<file path="src/hw/cis_defs.svh">
// Constants for the compressor interlock stage supervisor
`ifndef CIS_DEFS_SVH
`define CIS_DEFS_SVH
`define CIS_CLK_HZ 100000000
`define CIS_DEB_MS 20
`define CIS_DEB_CYC ((`CIS_CLK_HZ / 1000) * `CIS_DEB_MS)
`define CIS_SEC_CYC (`CIS_CLK_HZ)
`define CIS_LOCKOUT_MIN 5
`define CIS_LOCKOUT_SEC (`CIS_LOCKOUT_MIN * 60)
`define CIS_REFR_MAX_MIN 300
`define CIS_FB_CHECKS 3
`define CIS_RETRY_SEC 60
`define CIS_FB_AUX 2'h0
`define CIS_FB_FAULT 2'h1
`define CIS_FB_CHAIN 2'h2
`define CIS_MAN_AUTO 2'h0
`define CIS_MAN_ON 2'h1
`define CIS_MAN_OFF 2'h2
`define CIS_ASSIGN_NONE 2'h0
`define CIS_ASSIGN_C1 2'h1
`define CIS_ASSIGN_C2 2'h2
`endif

</file>
<file path="src/hw/cis_pkg.sv">
// Types for the compressor interlock stage supervisor
package cis_pkg;
  typedef enum logic [1:0] {
    CIS_M_OFF = 2'b00,
    CIS_M_WAIT = 2'b01,
    CIS_M_RUN = 2'b10,
    CIS_M_BLOCK = 2'b11
  } cis_motor_st_t;
endpackage

</file>
<file path="src/hw/cis_tick_if.sv">
// Time base strobes shared between supervisor parts
`timescale 1ns/1ps
interface cis_tick_if;
  logic sec;
  logic min;
  modport src (output sec, output min);
  modport dst (input sec, input min);
endinterface

</file>
<file path="src/hw/cis_debounce.sv">
// Debouncer for a group of mains-level inputs
`timescale 1ns/1ps
`include "cis_defs.svh"
module cis_debounce #(
  parameter int W = 8,
  parameter int CYC = `CIS_DEB_CYC,
  parameter logic [W-1:0] INIT = '0
) (
  // Clock and reset
  input wire logic clock,
  input wire logic rst,
  // Raw and filtered levels
  input wire logic [W-1:0] raw,
  output logic [W-1:0] clean
);
  localparam int CW = $clog2(CYC + 1);
  logic [W-1:0] s1_q;
  logic [W-1:0] s2_q;
  logic [CW-1:0] cnt_q [W];

  // Two-stage synchroniser
  always_ff @(posedge clock)
  begin
    if (rst)
    begin
      s1_q <= INIT;
      s2_q <= INIT;
    end
    else
    begin
      s1_q <= raw;
      s2_q <= s1_q;
    end
  end

  // Accept a level once stable for the filter time
  always_ff @(posedge clock)
  begin
    if (rst)
    begin
      clean <= INIT;
      for (int i = 0; i < W; i++)
        cnt_q[i] <= '0;
    end
    else
    begin
      for (int i = 0; i < W; i++)
      begin
        if (s2_q[i] == clean[i])
          cnt_q[i] <= '0;
        else if (cnt_q[i] == CW'(CYC - 1))
        begin
          clean[i] <= s2_q[i];
          cnt_q[i] <= '0;
        end
        else
          cnt_q[i] <= cnt_q[i] + 1'b1;
      end
    end
  end
endmodule

</file>
<file path="src/hw/cis_timebase.sv">
// Second and minute strobes from the system clock
`timescale 1ns/1ps
`include "cis_defs.svh"
module cis_timebase #(
  parameter int SEC_CYC = `CIS_SEC_CYC
) (
  // Clock and reset
  input wire logic clock,
  input wire logic rst,
  // Strobes
  cis_tick_if.src tick
);
  localparam int CW = $clog2(SEC_CYC + 1);
  logic [CW-1:0] div_q;
  logic [5:0] sec_q;

  // Divider to one pulse per second and per minute
  always_ff @(posedge clock)
  begin
    if (rst)
    begin
      div_q <= '0;
      sec_q <= '0;
      tick.sec <= 1'b0;
      tick.min <= 1'b0;
    end
    else
    begin
      tick.sec <= 1'b0;
      tick.min <= 1'b0;
      if (div_q == CW'(SEC_CYC - 1))
      begin
        div_q <= '0;
        tick.sec <= 1'b1;
        if (sec_q == 6'h3b)
        begin
          sec_q <= '0;
          tick.min <= 1'b1;
        end
        else
          sec_q <= sec_q + 6'h01;
      end
      else
        div_q <= div_q + 1'b1;
    end
  end
endmodule

</file>
<file path="src/hw/cis_supervisor.sv">
// Compressor and fan interlock supervisor for two compounds
`timescale 1ns/1ps
`include "cis_defs.svh"
// How it works
// RULE_01 - Rapid shutdown stops compressors, pressure control stays
// RULE_02 - Suction limit drop stops compound compressors immediately
// RULE_03 - High-pressure trip stops compound compressors
// RULE_04 - Refrigerant low: delay, alarm, optional shutdown
// RULE_05 - Refrigerant low at start alarms at once
// RULE_06 - Emergency stop kills all, suppresses some alarms
// RULE_07 - Phase loss stops every compressor and fan
// RULE_08 - Night input forces night mode on units
// RULE_09 - Anti-frost drop stops compound and alarms
// RULE_10 - External lock stops compound without alarm
// RULE_11 - Stage and runtime only with valid feedback
// RULE_12 - Three selectable feedback modes
// RULE_13 - Report only first fault of safety chain
// RULE_14 - Missing feedback: start next, retry failed
// RULE_15 - Chain feedback alarm after three checks
// RULE_16 - Manual on, off, auto per motor
// RULE_17 - Runtime counter per compressor and fan
// RULE_18 - Minimum stop time before restart
// RULE_19 - Fault lockout, default five minutes
// RULE_20 - Daily start count, moved over at midnight
// RULE_21 - Fault actions only reach assigned units
// RULE_22 - Inputs synchronised and debounced; motor feedback, fault and chain inputs are used unfiltered
module cis_supervisor #(
  parameter int NC = 4,
  parameter int NF = 4,
  parameter int NU = 8,
  parameter int CHW = 3,
  parameter int SEC_CYC = `CIS_SEC_CYC,
  parameter int DEB_CYC = `CIS_DEB_CYC,
  parameter int LOCK_SEC = `CIS_LOCKOUT_SEC,
  parameter int RETRY_SEC = `CIS_RETRY_SEC
) (
  // Clock and reset
  input wire logic clock,
  input wire logic rst,
  // Per-compound safety inputs, bit 0 compound 1
  input wire logic [1:0] rapid_stop_in,
  input wire logic [1:0] suction_ok_in,
  input wire logic [1:0] hp_ok_in,
  input wire logic [1:0] refr_ok_in,
  input wire logic [1:0] frost_ok_in,
  input wire logic [1:0] lock_in,
  // Plant-wide inputs
  input wire logic estop_ok_in,
  input wire logic phase_ok_in,
  input wire logic night_in,
  // Motor feedback and faults; compressor i belongs to compound i/(NC/2)
  input wire logic [NC-1:0] comp_aux_in,
  input wire logic [NC-1:0] comp_fault_in,
  input wire logic [NC*CHW-1:0] comp_chain_in,
  input wire logic [NF-1:0] fan_aux_in,
  // Demand and configuration
  input wire logic [NC-1:0] comp_demand,
  input wire logic [NF-1:0] fan_demand,
  input wire logic [1:0] fb_mode,
  input wire logic [2*NC-1:0] comp_manual,
  input wire logic [2*NF-1:0] fan_manual,
  input wire logic [8:0] refr_delay_min,
  input wire logic [1:0] refr_shutdown_en,
  input wire logic [15:0] op_delay_sec,
  input wire logic [15:0] min_stop_sec,
  input wire logic [15:0] lockout_sec,
  input wire logic lockout_wr,
  input wire logic day_rollover,
  input wire logic [2*NU-1:0] unit_assign,
  // Relays
  output logic [NC-1:0] comp_relay,
  output logic [NF-1:0] fan_relay,
  output logic [1:0] hp_ctrl_en,
  // Alarms and status
  output logic [1:0] refr_alarm,
  output logic [1:0] frost_alarm,
  output logic [NC-1:0] fb_alarm,
  output logic [NC*CHW-1:0] chain_fault_report,
  output logic alarm_suppress,
  output logic [NC-1:0] comp_running,
  output logic [NU-1:0] unit_night,
  output logic [NU-1:0] unit_fault_act,
  output logic [31:0] comp_runtime [NC],
  output logic [31:0] fan_runtime [NF],
  output logic [15:0] starts_today,
  output logic [15:0] starts_yesterday
);
  localparam int NM = NC + NF;
  localparam int DW = 12;

  cis_tick_if tick ();

  logic [DW-1:0] d_raw;
  logic [DW-1:0] d_cln;
  logic [1:0] rapid_stop;
  logic [1:0] suction_ok;
  logic [1:0] hp_ok;
  logic [1:0] refr_ok;
  logic [1:0] frost_ok;
  logic [1:0] lock;
  logic estop_ok;
  logic phase_ok;
  logic [1:0] cmp_stop;
  logic plant_stop;
  logic [8:0] refr_cnt_q [2];
  logic start_q;
  logic [15:0] lock_time_q;
  logic [NM-1:0] feedback;
  logic [NM-1:0] fault;
  logic [NM-1:0] permit;
  logic [NM-1:0] want;
  logic [NM-1:0] relay_q;
  logic [NM-1:0] fb_fail;
  logic [NC-1:0] spare_req;
  logic [1:0] miss_q [NC];
  cis_pkg::cis_motor_st_t st_q [NM];
  logic [15:0] tmr_q [NM];
  logic [NM-1:0] retry_q;
  logic [31:0] run_q [NM];

  // Compound index of a compressor
  function automatic int comp_of(input int i);
    comp_of = (i < NC / 2) ? 0 : 1;
  endfunction

  // First open contact of a chain, one-hot
  function automatic logic [CHW-1:0] first_open(input logic [CHW-1:0] ok);
    first_open = '0;
    for (int k = CHW - 1; k >= 0; k--)
      if (!ok[k])
        first_open = '0 | (CHW'(1) << k);
  endfunction

  // ----------------------------------------------------------------
  // Input conditioning
  // ----------------------------------------------------------------
  assign d_raw = {rapid_stop_in, suction_ok_in, hp_ok_in, refr_ok_in, frost_ok_in, lock_in};
  cis_debounce #(.W(DW), .CYC(DEB_CYC), .INIT(12'h3fc)) u_deb_cmp ( // RULE_22
    .clock(clock), .rst(rst), .raw(d_raw), .clean(d_cln));
  assign {rapid_stop, suction_ok, hp_ok, refr_ok, frost_ok, lock} = d_cln;

  logic [2:0] p_cln;
  cis_debounce #(.W(3), .CYC(DEB_CYC), .INIT(3'h6)) u_deb_plant ( // RULE_22
    .clock(clock), .rst(rst), .raw({estop_ok_in, phase_ok_in, night_in}), .clean(p_cln));
  assign estop_ok = p_cln[2];
  assign phase_ok = p_cln[1];

  cis_timebase #(.SEC_CYC(SEC_CYC)) u_tb (.clock(clock), .rst(rst), .tick(tick));

  // ----------------------------------------------------------------
  // Interlocks
  // ----------------------------------------------------------------
  assign plant_stop = !estop_ok || !phase_ok; // RULE_06 RULE_07
  assign alarm_suppress = !estop_ok; // RULE_06
  assign hp_ctrl_en = ~{2{plant_stop}}; // RULE_01
  always_comb
  begin
    for (int c = 0; c < 2; c++)
    begin
      cmp_stop[c] = rapid_stop[c] // RULE_01
        || !suction_ok[c] // RULE_02
        || !hp_ok[c] // RULE_03
        || !frost_ok[c] // RULE_09
        || lock[c] // RULE_10
        || (refr_alarm[c] && refr_shutdown_en[c]) // RULE_04
        || plant_stop;
    end
  end

  // Refrigerant-low delay and alarm
  always_ff @(posedge clock)
  begin
    if (rst)
    begin
      start_q <= 1'b1;
      refr_alarm <= 2'h0;
      refr_cnt_q[0] <= '0;
      refr_cnt_q[1] <= '0;
    end
    else
    begin
      if (tick.sec)
        start_q <= 1'b0;
      for (int c = 0; c < 2; c++)
      begin
        if (refr_ok[c])
        begin
          refr_cnt_q[c] <= '0;
          refr_alarm[c] <= 1'b0;
        end
        else if (start_q)
          refr_alarm[c] <= 1'b1; // RULE_05
        else if (refr_cnt_q[c] >= refr_delay_min)
          refr_alarm[c] <= 1'b1; // RULE_04
        else if (tick.min)
          refr_cnt_q[c] <= refr_cnt_q[c] + 9'h001; // RULE_04
      end
    end
  end

  // Frost alarm, held off during emergency stop
  assign frost_alarm = ~frost_ok & ~{2{alarm_suppress}}; // RULE_09 RULE_06

  // Night command to every unit
  assign unit_night = {NU{p_cln[0]}}; // RULE_08

  // Fault actions go only to units of the stopped compound
  always_comb
  begin
    for (int u = 0; u < NU; u++)
      unit_fault_act[u] = (unit_assign[2*u +: 2] == `CIS_ASSIGN_C1 && cmp_stop[0] && !lock[0])
        || (unit_assign[2*u +: 2] == `CIS_ASSIGN_C2 && cmp_stop[1] && !lock[1]); // RULE_21
  end

  // ----------------------------------------------------------------
  // Feedback and chain faults
  // ----------------------------------------------------------------
  always_comb
  begin
    for (int i = 0; i < NC; i++)
    begin
      chain_fault_report[i*CHW +: CHW] = first_open(comp_chain_in[i*CHW +: CHW]); // RULE_13
      unique case (fb_mode) // RULE_12
        `CIS_FB_AUX: feedback[i] = comp_aux_in[i];
        `CIS_FB_FAULT: feedback[i] = !comp_fault_in[i];
        default: feedback[i] = (&comp_chain_in[i*CHW +: CHW]) && !comp_fault_in[i];
      endcase
      fault[i] = comp_fault_in[i];
      permit[i] = !cmp_stop[comp_of(i)];
      unique case (comp_manual[2*i +: 2]) // RULE_16
        `CIS_MAN_ON: want[i] = 1'b1;
        `CIS_MAN_OFF: want[i] = 1'b0;
        default: want[i] = comp_demand[i] || spare_req[i];
      endcase
    end
    for (int f = 0; f < NF; f++)
    begin
      feedback[NC+f] = fan_aux_in[f];
      fault[NC+f] = 1'b0;
      permit[NC+f] = !plant_stop;
      unique case (fan_manual[2*f +: 2]) // RULE_16
        `CIS_MAN_ON: want[NC+f] = 1'b1;
        `CIS_MAN_OFF: want[NC+f] = 1'b0;
        default: want[NC+f] = fan_demand[f];
      endcase
    end
  end

  // A failed compressor hands demand to every other compressor without demand in its compound
  always_comb
  begin
    for (int i = 0; i < NC; i++)
    begin
      spare_req[i] = 1'b0;
      for (int j = 0; j < NC; j++)
        if (j != i && comp_of(j) == comp_of(i) && fb_fail[j] && comp_demand[j] && !comp_demand[i])
          spare_req[i] = 1'b1; // RULE_14
    end
  end

  // Lockout time, changed only through the service write
  always_ff @(posedge clock)
  begin
    if (rst)
      lock_time_q <= 16'(LOCK_SEC);
    else if (lockout_wr)
      lock_time_q <= lockout_sec; // RULE_19
  end

  // ----------------------------------------------------------------
  // Motor sequencers
  // ----------------------------------------------------------------
  always_ff @(posedge clock)
  begin
    if (rst)
    begin
      relay_q <= '0;
      fb_fail <= '0;
      retry_q <= '0;
      for (int m = 0; m < NM; m++)
      begin
        st_q[m] <= cis_pkg::CIS_M_OFF;
        tmr_q[m] <= '0;
      end
    end
    else
    begin
      for (int m = 0; m < NM; m++)
      begin
        if (tick.sec && tmr_q[m] != 16'h0000)
          tmr_q[m] <= tmr_q[m] - 16'h0001;
        if (tick.sec && fb_fail[m] && !retry_q[m])
          retry_q[m] <= 1'b1;
        unique case (st_q[m])
          cis_pkg::CIS_M_OFF:
            if (want[m] && permit[m] && tmr_q[m] == 16'h0000 && !fault[m] && (!fb_fail[m] || retry_q[m]))
            begin
              relay_q[m] <= 1'b1;
              retry_q[m] <= 1'b0;
              tmr_q[m] <= op_delay_sec;
              st_q[m] <= cis_pkg::CIS_M_WAIT;
            end
          cis_pkg::CIS_M_WAIT:
            if (!want[m] || !permit[m] || fault[m])
            begin
              relay_q[m] <= 1'b0;
              tmr_q[m] <= fault[m] ? lock_time_q : min_stop_sec;
              st_q[m] <= fault[m] ? cis_pkg::CIS_M_BLOCK : cis_pkg::CIS_M_OFF;
            end
            else if (feedback[m])
            begin
              fb_fail[m] <= 1'b0;
              st_q[m] <= cis_pkg::CIS_M_RUN;
            end
            else if (tmr_q[m] == 16'h0000)
            begin
              relay_q[m] <= 1'b0; // RULE_14
              fb_fail[m] <= 1'b1;
              tmr_q[m] <= 16'(RETRY_SEC);
              st_q[m] <= cis_pkg::CIS_M_OFF;
            end
          cis_pkg::CIS_M_RUN:
            if (fault[m])
            begin
              relay_q[m] <= 1'b0;
              tmr_q[m] <= lock_time_q; // RULE_19
              st_q[m] <= cis_pkg::CIS_M_BLOCK;
            end
            else if (!want[m] || !permit[m] || !feedback[m])
            begin
              relay_q[m] <= 1'b0;
              tmr_q[m] <= min_stop_sec; // RULE_18
              st_q[m] <= cis_pkg::CIS_M_OFF;
            end
          cis_pkg::CIS_M_BLOCK:
            if (tmr_q[m] == 16'h0000)
            begin
              tmr_q[m] <= min_stop_sec; // RULE_18
              st_q[m] <= cis_pkg::CIS_M_OFF;
            end
        endcase
      end
    end
  end

  // Relays drop at once on their interlocks: compressors on compound stops, fans only on plant-wide stops
  always_comb
  begin
    for (int m = 0; m < NM; m++)
    begin
      if (m < NC)
        comp_relay[m] = relay_q[m] && permit[m]; // RULE_01 RULE_02 RULE_03
      else
        fan_relay[m-NC] = relay_q[m] && permit[m]; // RULE_06 RULE_07
    end
  end

  // Chain feedback miss counted on successive checks
  always_ff @(posedge clock)
  begin
    if (rst)
    begin
      fb_alarm <= '0;
      for (int i = 0; i < NC; i++)
        miss_q[i] <= 2'h0;
    end
    else if (tick.sec)
    begin
      for (int i = 0; i < NC; i++)
      begin
        if (!want[i] || feedback[i] || fb_mode != `CIS_FB_CHAIN)
        begin
          miss_q[i] <= 2'h0;
          fb_alarm[i] <= 1'b0;
        end
        else if (miss_q[i] == 2'(`CIS_FB_CHECKS - 1))
          fb_alarm[i] <= !alarm_suppress; // RULE_15
        else
          miss_q[i] <= miss_q[i] + 2'h1;
      end
    end
  end

  // ----------------------------------------------------------------
  // Runtime and start statistics
  // ----------------------------------------------------------------
  always_ff @(posedge clock)
  begin
    if (rst)
    begin
      for (int m = 0; m < NM; m++)
        run_q[m] <= '0;
    end
    else if (tick.sec)
    begin
      for (int m = 0; m < NM; m++)
        if (st_q[m] == cis_pkg::CIS_M_RUN && feedback[m])
          run_q[m] <= run_q[m] + 32'h00000001; // RULE_11 RULE_17
    end
  end

  always_comb
  begin
    for (int i = 0; i < NC; i++)
    begin
      comp_running[i] = st_q[i] == cis_pkg::CIS_M_RUN && feedback[i]; // RULE_11
      comp_runtime[i] = run_q[i];
    end
    for (int f = 0; f < NF; f++)
      fan_runtime[f] = run_q[NC+f];
  end

  // Count confirmed compressor starts per day
  logic [NC-1:0] run_prev_q;
  logic [15:0] new_starts;
  always_comb
  begin
    new_starts = 16'h0000;
    for (int i = 0; i < NC; i++)
      if (comp_running[i] && !run_prev_q[i])
        new_starts = new_starts + 16'h0001;
  end

  always_ff @(posedge clock)
  begin
    if (rst)
    begin
      run_prev_q <= '0;
      starts_today <= 16'h0000;
      starts_yesterday <= 16'h0000;
    end
    else
    begin
      run_prev_q <= comp_running;
      if (day_rollover)
      begin
        starts_yesterday <= starts_today + new_starts; // RULE_20
        starts_today <= 16'h0000;
      end
      else
        starts_today <= starts_today + new_starts; // RULE_20
    end
  end
endmodule

</file>
<file path="config.mk">
export PLATFORM = sky130hd
export DESIGN_NAME = cis_supervisor
export DESIGN_NICKNAME = d
export VERILOG_FILES = /design/src/hw/cis_pkg.sv /design/src/hw/cis_tick_if.sv /design/src/hw/cis_debounce.sv /design/src/hw/cis_timebase.sv /design/src/hw/cis_supervisor.sv
export VERILOG_INCLUDE_DIRS = /design/src /design/src/hw
export SDC_FILE = /design/constraint.sdc
export NUM_CORES = 2
export LEC_CHECK = 0
export BUFFER_PORTS_ARGS = -buffer_cell sky130_fd_sc_hd__buf_2
export CAP_MARGIN = 30
export CORE_UTILIZATION = 30
export CTS_CLUSTER_DIAMETER = 50
export CTS_CLUSTER_SIZE = 25
export DETAILED_ROUTE_END_ITERATION = 12
export HOLD_SLACK_MARGIN = 0.08
export PLACE_DENSITY_LB_ADDON = 0.25
export SLEW_MARGIN = 5
export SYNTH_ARGS = -nofsm -noshare
export SYNTH_HDL_FRONTEND = slang
export SYNTH_SLANG_ARGS = --single-unit
</file>
<file path="constraint.sdc">
create_clock -name clock -period 4.22 [get_ports clock]
set_input_delay 0.211 -clock clock [delete_from_list [all_inputs] [get_ports clock]]
set_output_delay 0.211 -clock clock [all_outputs]
set_load 0.05 [all_outputs]
</file>
==> results.tsv <==
stage	metric	value	unit
outcome	status	finished, final reports clean	
synthesis	syn-cell-area	0.0516	mm^2
power_and_ir_drop	power_density	409	mW/mm^2
routing	drcViolationCount	0	
critical_path	worstPathRequired	4.91	ns
layout	syn_to_final_growth	24.3	%
timing	rsz0062_at_grt	no	
layout	nNetsFinal	6518	
timing	fmax	255	MHz
timing	hold_violations	0	
grt	track_usage	0.173	
power_and_ir_drop	irDropWorstVdd	0.000420	V
critical_path	slowest_stage	edfxtp_1	
cts	cts_buffer_depth	3	
grt	grt_pass1_vias	41000	
critical_path	cp_data_arrival_time	4.61	ns
layout	layout_common_cells	nor2_1 (889), edfxtp_1 (741), buf_2 (482)	
timing	worst_pin_slew	1.02	ns
cts	cts_buffers	142	
critical_path	crit_path_end_kind	flop	
placement	dp_cells	8224	
grt	grt_start_max_net_pins	67	
cts	cts_tree	yes	
power_and_ir_drop	leakagePower	24.1	nW
layout	n_fill_cell	17100	
layout	instances_no_fill	8598	
timing	worst_slack	0.301	ns
routing	drt-total-wl	154	mm
routing	detail_route.wl_per_cell	17.9	um
timing	slew_headroom	0.316	
synthesis	ys_async_sr_fraction	0	
timing	skew	0.0363	ns
floorplan	dieWidth	417	um
critical_path	path_cells	inv_1 -> ha_1 -> nand2_2 -> nor2_1 -> buf_4 -> inv_1 -> ha_1 -> o31ai_2 -> ha_1 -> mux2_2 -> ha_1 -> a21o_1 -> a21o_1 -> a21oi_1 -> nor3_2 -> nand3_1 -> xor2_1 -> a211oi_1	
timing	layout_min_cycle_time	3.92	ns
critical_path	rrSetupSlack	0.30	ns
timing	setup_viol	0	
synthesis	synth_edf_count	741	
cts	root_buffer	clkbuf_16	
synthesis	yosysWarnings	0	
floorplan	dieArea	0.174	mm^2
routing	ant_nets	0	
synthesis	ys_seq_area_frac	0.495	
grt	grt.overflow.total	0	
floorplan	coreArea	0.170	mm^2
power_and_ir_drop	p_switching	0.00733	W
hold_path	holdCritPathClass	primary input to flop	
power_and_ir_drop	clkPwrFrac	0.467	
placement	gp_congestion	0.905	
cts	htree_levels	4	
power_and_ir_drop	combinationalPowerShare	0.122	
cts	cts.clk_slew.worst_paths	0.06	ns
routing	drt_first_iter_violations	3090	
floorplan	start_util	0.303	
floorplan	die_h	417	um
critical_path	cp-start-kind	flop	
synthesis	avgSynthCellArea	9.69	um^2
synthesis	ys.flop_type	edfxtp_1	
grt	grt_pass1_wl	237	mm
synthesis	syn_inst	5324	
critical_path	worstSetupPathType	flop to flop	
floorplan	pin_count	483	
critical_path	worstPathMaxFanout	4	
routing	via_per_inst	4.96	
floorplan	rows	151	
routing	via_count	42700	
run	cap_violations	0	
synthesis	yosysTopAreaCell	edfxtp_1	
timing	period_share	0.929	
cts	numClockSinks	904	
critical_path	critPathMaxStageDelay	0.42	ns
synthesis	synth_area_leaders	edfxtp_1 (43%), xor2_1 (6.6%), nor2_1 (6.5%)	
placement	numPortBuffers	482	
synthesis	synth_top_area_share	0.431	
power_and_ir_drop	p_sw_frac	0.280	
power_and_ir_drop	p_int	0.0189	W
layout	drive_above_1_share	0.147	
layout	final_common_cell	nor2_1	
critical_path	crit_top_cell	ha_1	
placement	post-place-ws	-0.230	ns
synthesis	synth_cell_types	94	
synthesis	synth_seq_cells	904	
grt	antenna_found_initial	9	
cts	clk_latency	0.78	ns
power_and_ir_drop	power_frac_seq	0.411	
timing	drv_slew	0	
routing	first_pass_iters	5	
placement	dp_hpwl	108	mm
## per-layer routing
metal,track usage,wire (um),vias to the layer above
li1,-,-,20700
met1,0.220,66800,20400
met2,0.280,71100,1149
met3,0.0380,9460,317
met4,0.0748,6450,4
met5,0,24,-
## registers in the layout, summed over array words and instances (netlist names), 4 cells and up
name,flops
fb_alarm,4
fb_fail,8
lock_time_q,16
miss_q,8
refr_cnt_q,18
relay_q,8
retry_q,8
run_prev_q,4
run_q,256
st_q,16
starts_today,16
starts_yesterday,16
tmr_q,128
u_deb_cmp.clean,12
u_deb_cmp.cnt_q,252
u_deb_cmp.s1_q,12
u_deb_cmp.s2_q,12
u_deb_plant.cnt_q,63
u_tb.div_q,27
u_tb.sec_q,6
## timing repair
item / in CTS / in global routing
hold buffers: 108 / 0
setup buffers: 0 / 1
setup endpoints to repair: 3 / 10
resized for setup: 1 / 4
pin swaps: 0 / 2
endpoints found under the hold margin: 187 / 0
## kinds of logic after synthesis
group           count (synthesis)  synth area share
xor+xnor                      640             0.109
compound gates                710            0.0895
other cells                     2          0.000146
buf+inv                       373            0.0292
simple gates                 2520             0.238
flops                         904             0.495
mux                            62            0.0124
fa+ha+maj                     113            0.0276
## synth_stat cells, drive strengths merged (44+ instances only)
| cell type | n |
|---|---|
| nor2 | 891 |
| edfxtp | 741 |
| nand2 | 479 |
| xor2 | 386 |
| nand3 | 305 |
| xnor2 | 254 |
| o21ai | 208 |
| a21oi | 173 |
| dfxtp | 163 |
| clkbuf | 162 |
| inv | 150 |
| nor3 | 136 |
| and3 | 130 |
| ha | 112 |
| or3 | 110 |
| nand4 | 100 |
| nor4 | 74 |
| buf | 61 |
| a211oi | 54 |
| and4 | 53 |
| mux2i | 47 |
| o211ai | 46 |
| nor2b | 44 |
## path summary, 6_finish.rpt
kind / from / endpoint / cells after the start
setup reg to reg: st_q[0][0]$_SDFFCE_PP0P_ / starts_yesterday[13]$_SDFFE_PP0P_ / 18
setup / recovery: st_q[0][0]$_SDFFCE_PP0P_ / starts_yesterday[13]$_SDFFE_PP0P_ / 18
hold reg to reg: u_deb_cmp.s1_q[4]$_SDFF_PP1_ / u_deb_cmp.s2_q[4]$_SDFF_PP1_ / 1
hold / removal: hp_ok_in[0] / u_deb_cmp.s1_q[6]$_SDFF_PP1_ / 3
## power groups by stage
stage / sequential, W / combinational, W / clock (W)
after floorplan: 0.0112 / 0.00178 / 0
after detailed placement: 0.0109 / 0.00306 / 0
final: 0.0108 / 0.00319 / 0.0122
after CTS: 0.0108 / 0.00317 / 0.0126
after global routing: 0.0108 / 0.00347 / 0.0129
after global placement: 0.0109 / 0.00303 / 0
## cell type report
type / count / area (um^2) / share of cell area
diodes: 1 / 2.50 / 0.0000390
clock buffers: 170 / 3830 / 0.0597
clock inverters: 92 / 1150 / 0.0180
inverters: 150 / 569 / 0.00888
multi-input cells: 4361 / 25800 / 0.403
flip-flops and latches: 904 / 25500 / 0.398
well taps: 2218 / 2780 / 0.0433
repair buffers: 702 / 4440 / 0.0693
## stage by stage
| step | setup TNS [ns] | cell area [um^2] | hold slack, ns | util | total power, W |
|---|---|---|---|---|---|
| detailed placement | -1.11 | 58000 | 0.398 | 0.341 | 0.0140 |
| finish | 0 | 64100 | 0.175 | 0.377 | 0.0262 |
| global route | 0 | 64100 | 0.140 | 0.377 | 0.0272 |
| global placement | -0.587 | 57900 | 0.398 | 0.340 | 0.0139 |
| CTS | 0 | 64100 | 0.0821 | 0.377 | 0.0265 |
| floorplan | 0 | 52800 | 0.315 | - | 0.0130 |
## critical path, delay by kind of cell (launching register included)
family                     cells  cell delay (ns)
AOI/OAI and AO/OA              5             0.88
xor gates and xnor gates       1             0.17
adders and majority gates      4             1.00
buffers and inverters          3             0.30
DFF                            1             0.42
muxes                          1             0.28
and+or+nand+nor                4             0.79
No activity file was read; power rests on OpenSTA's default activity.
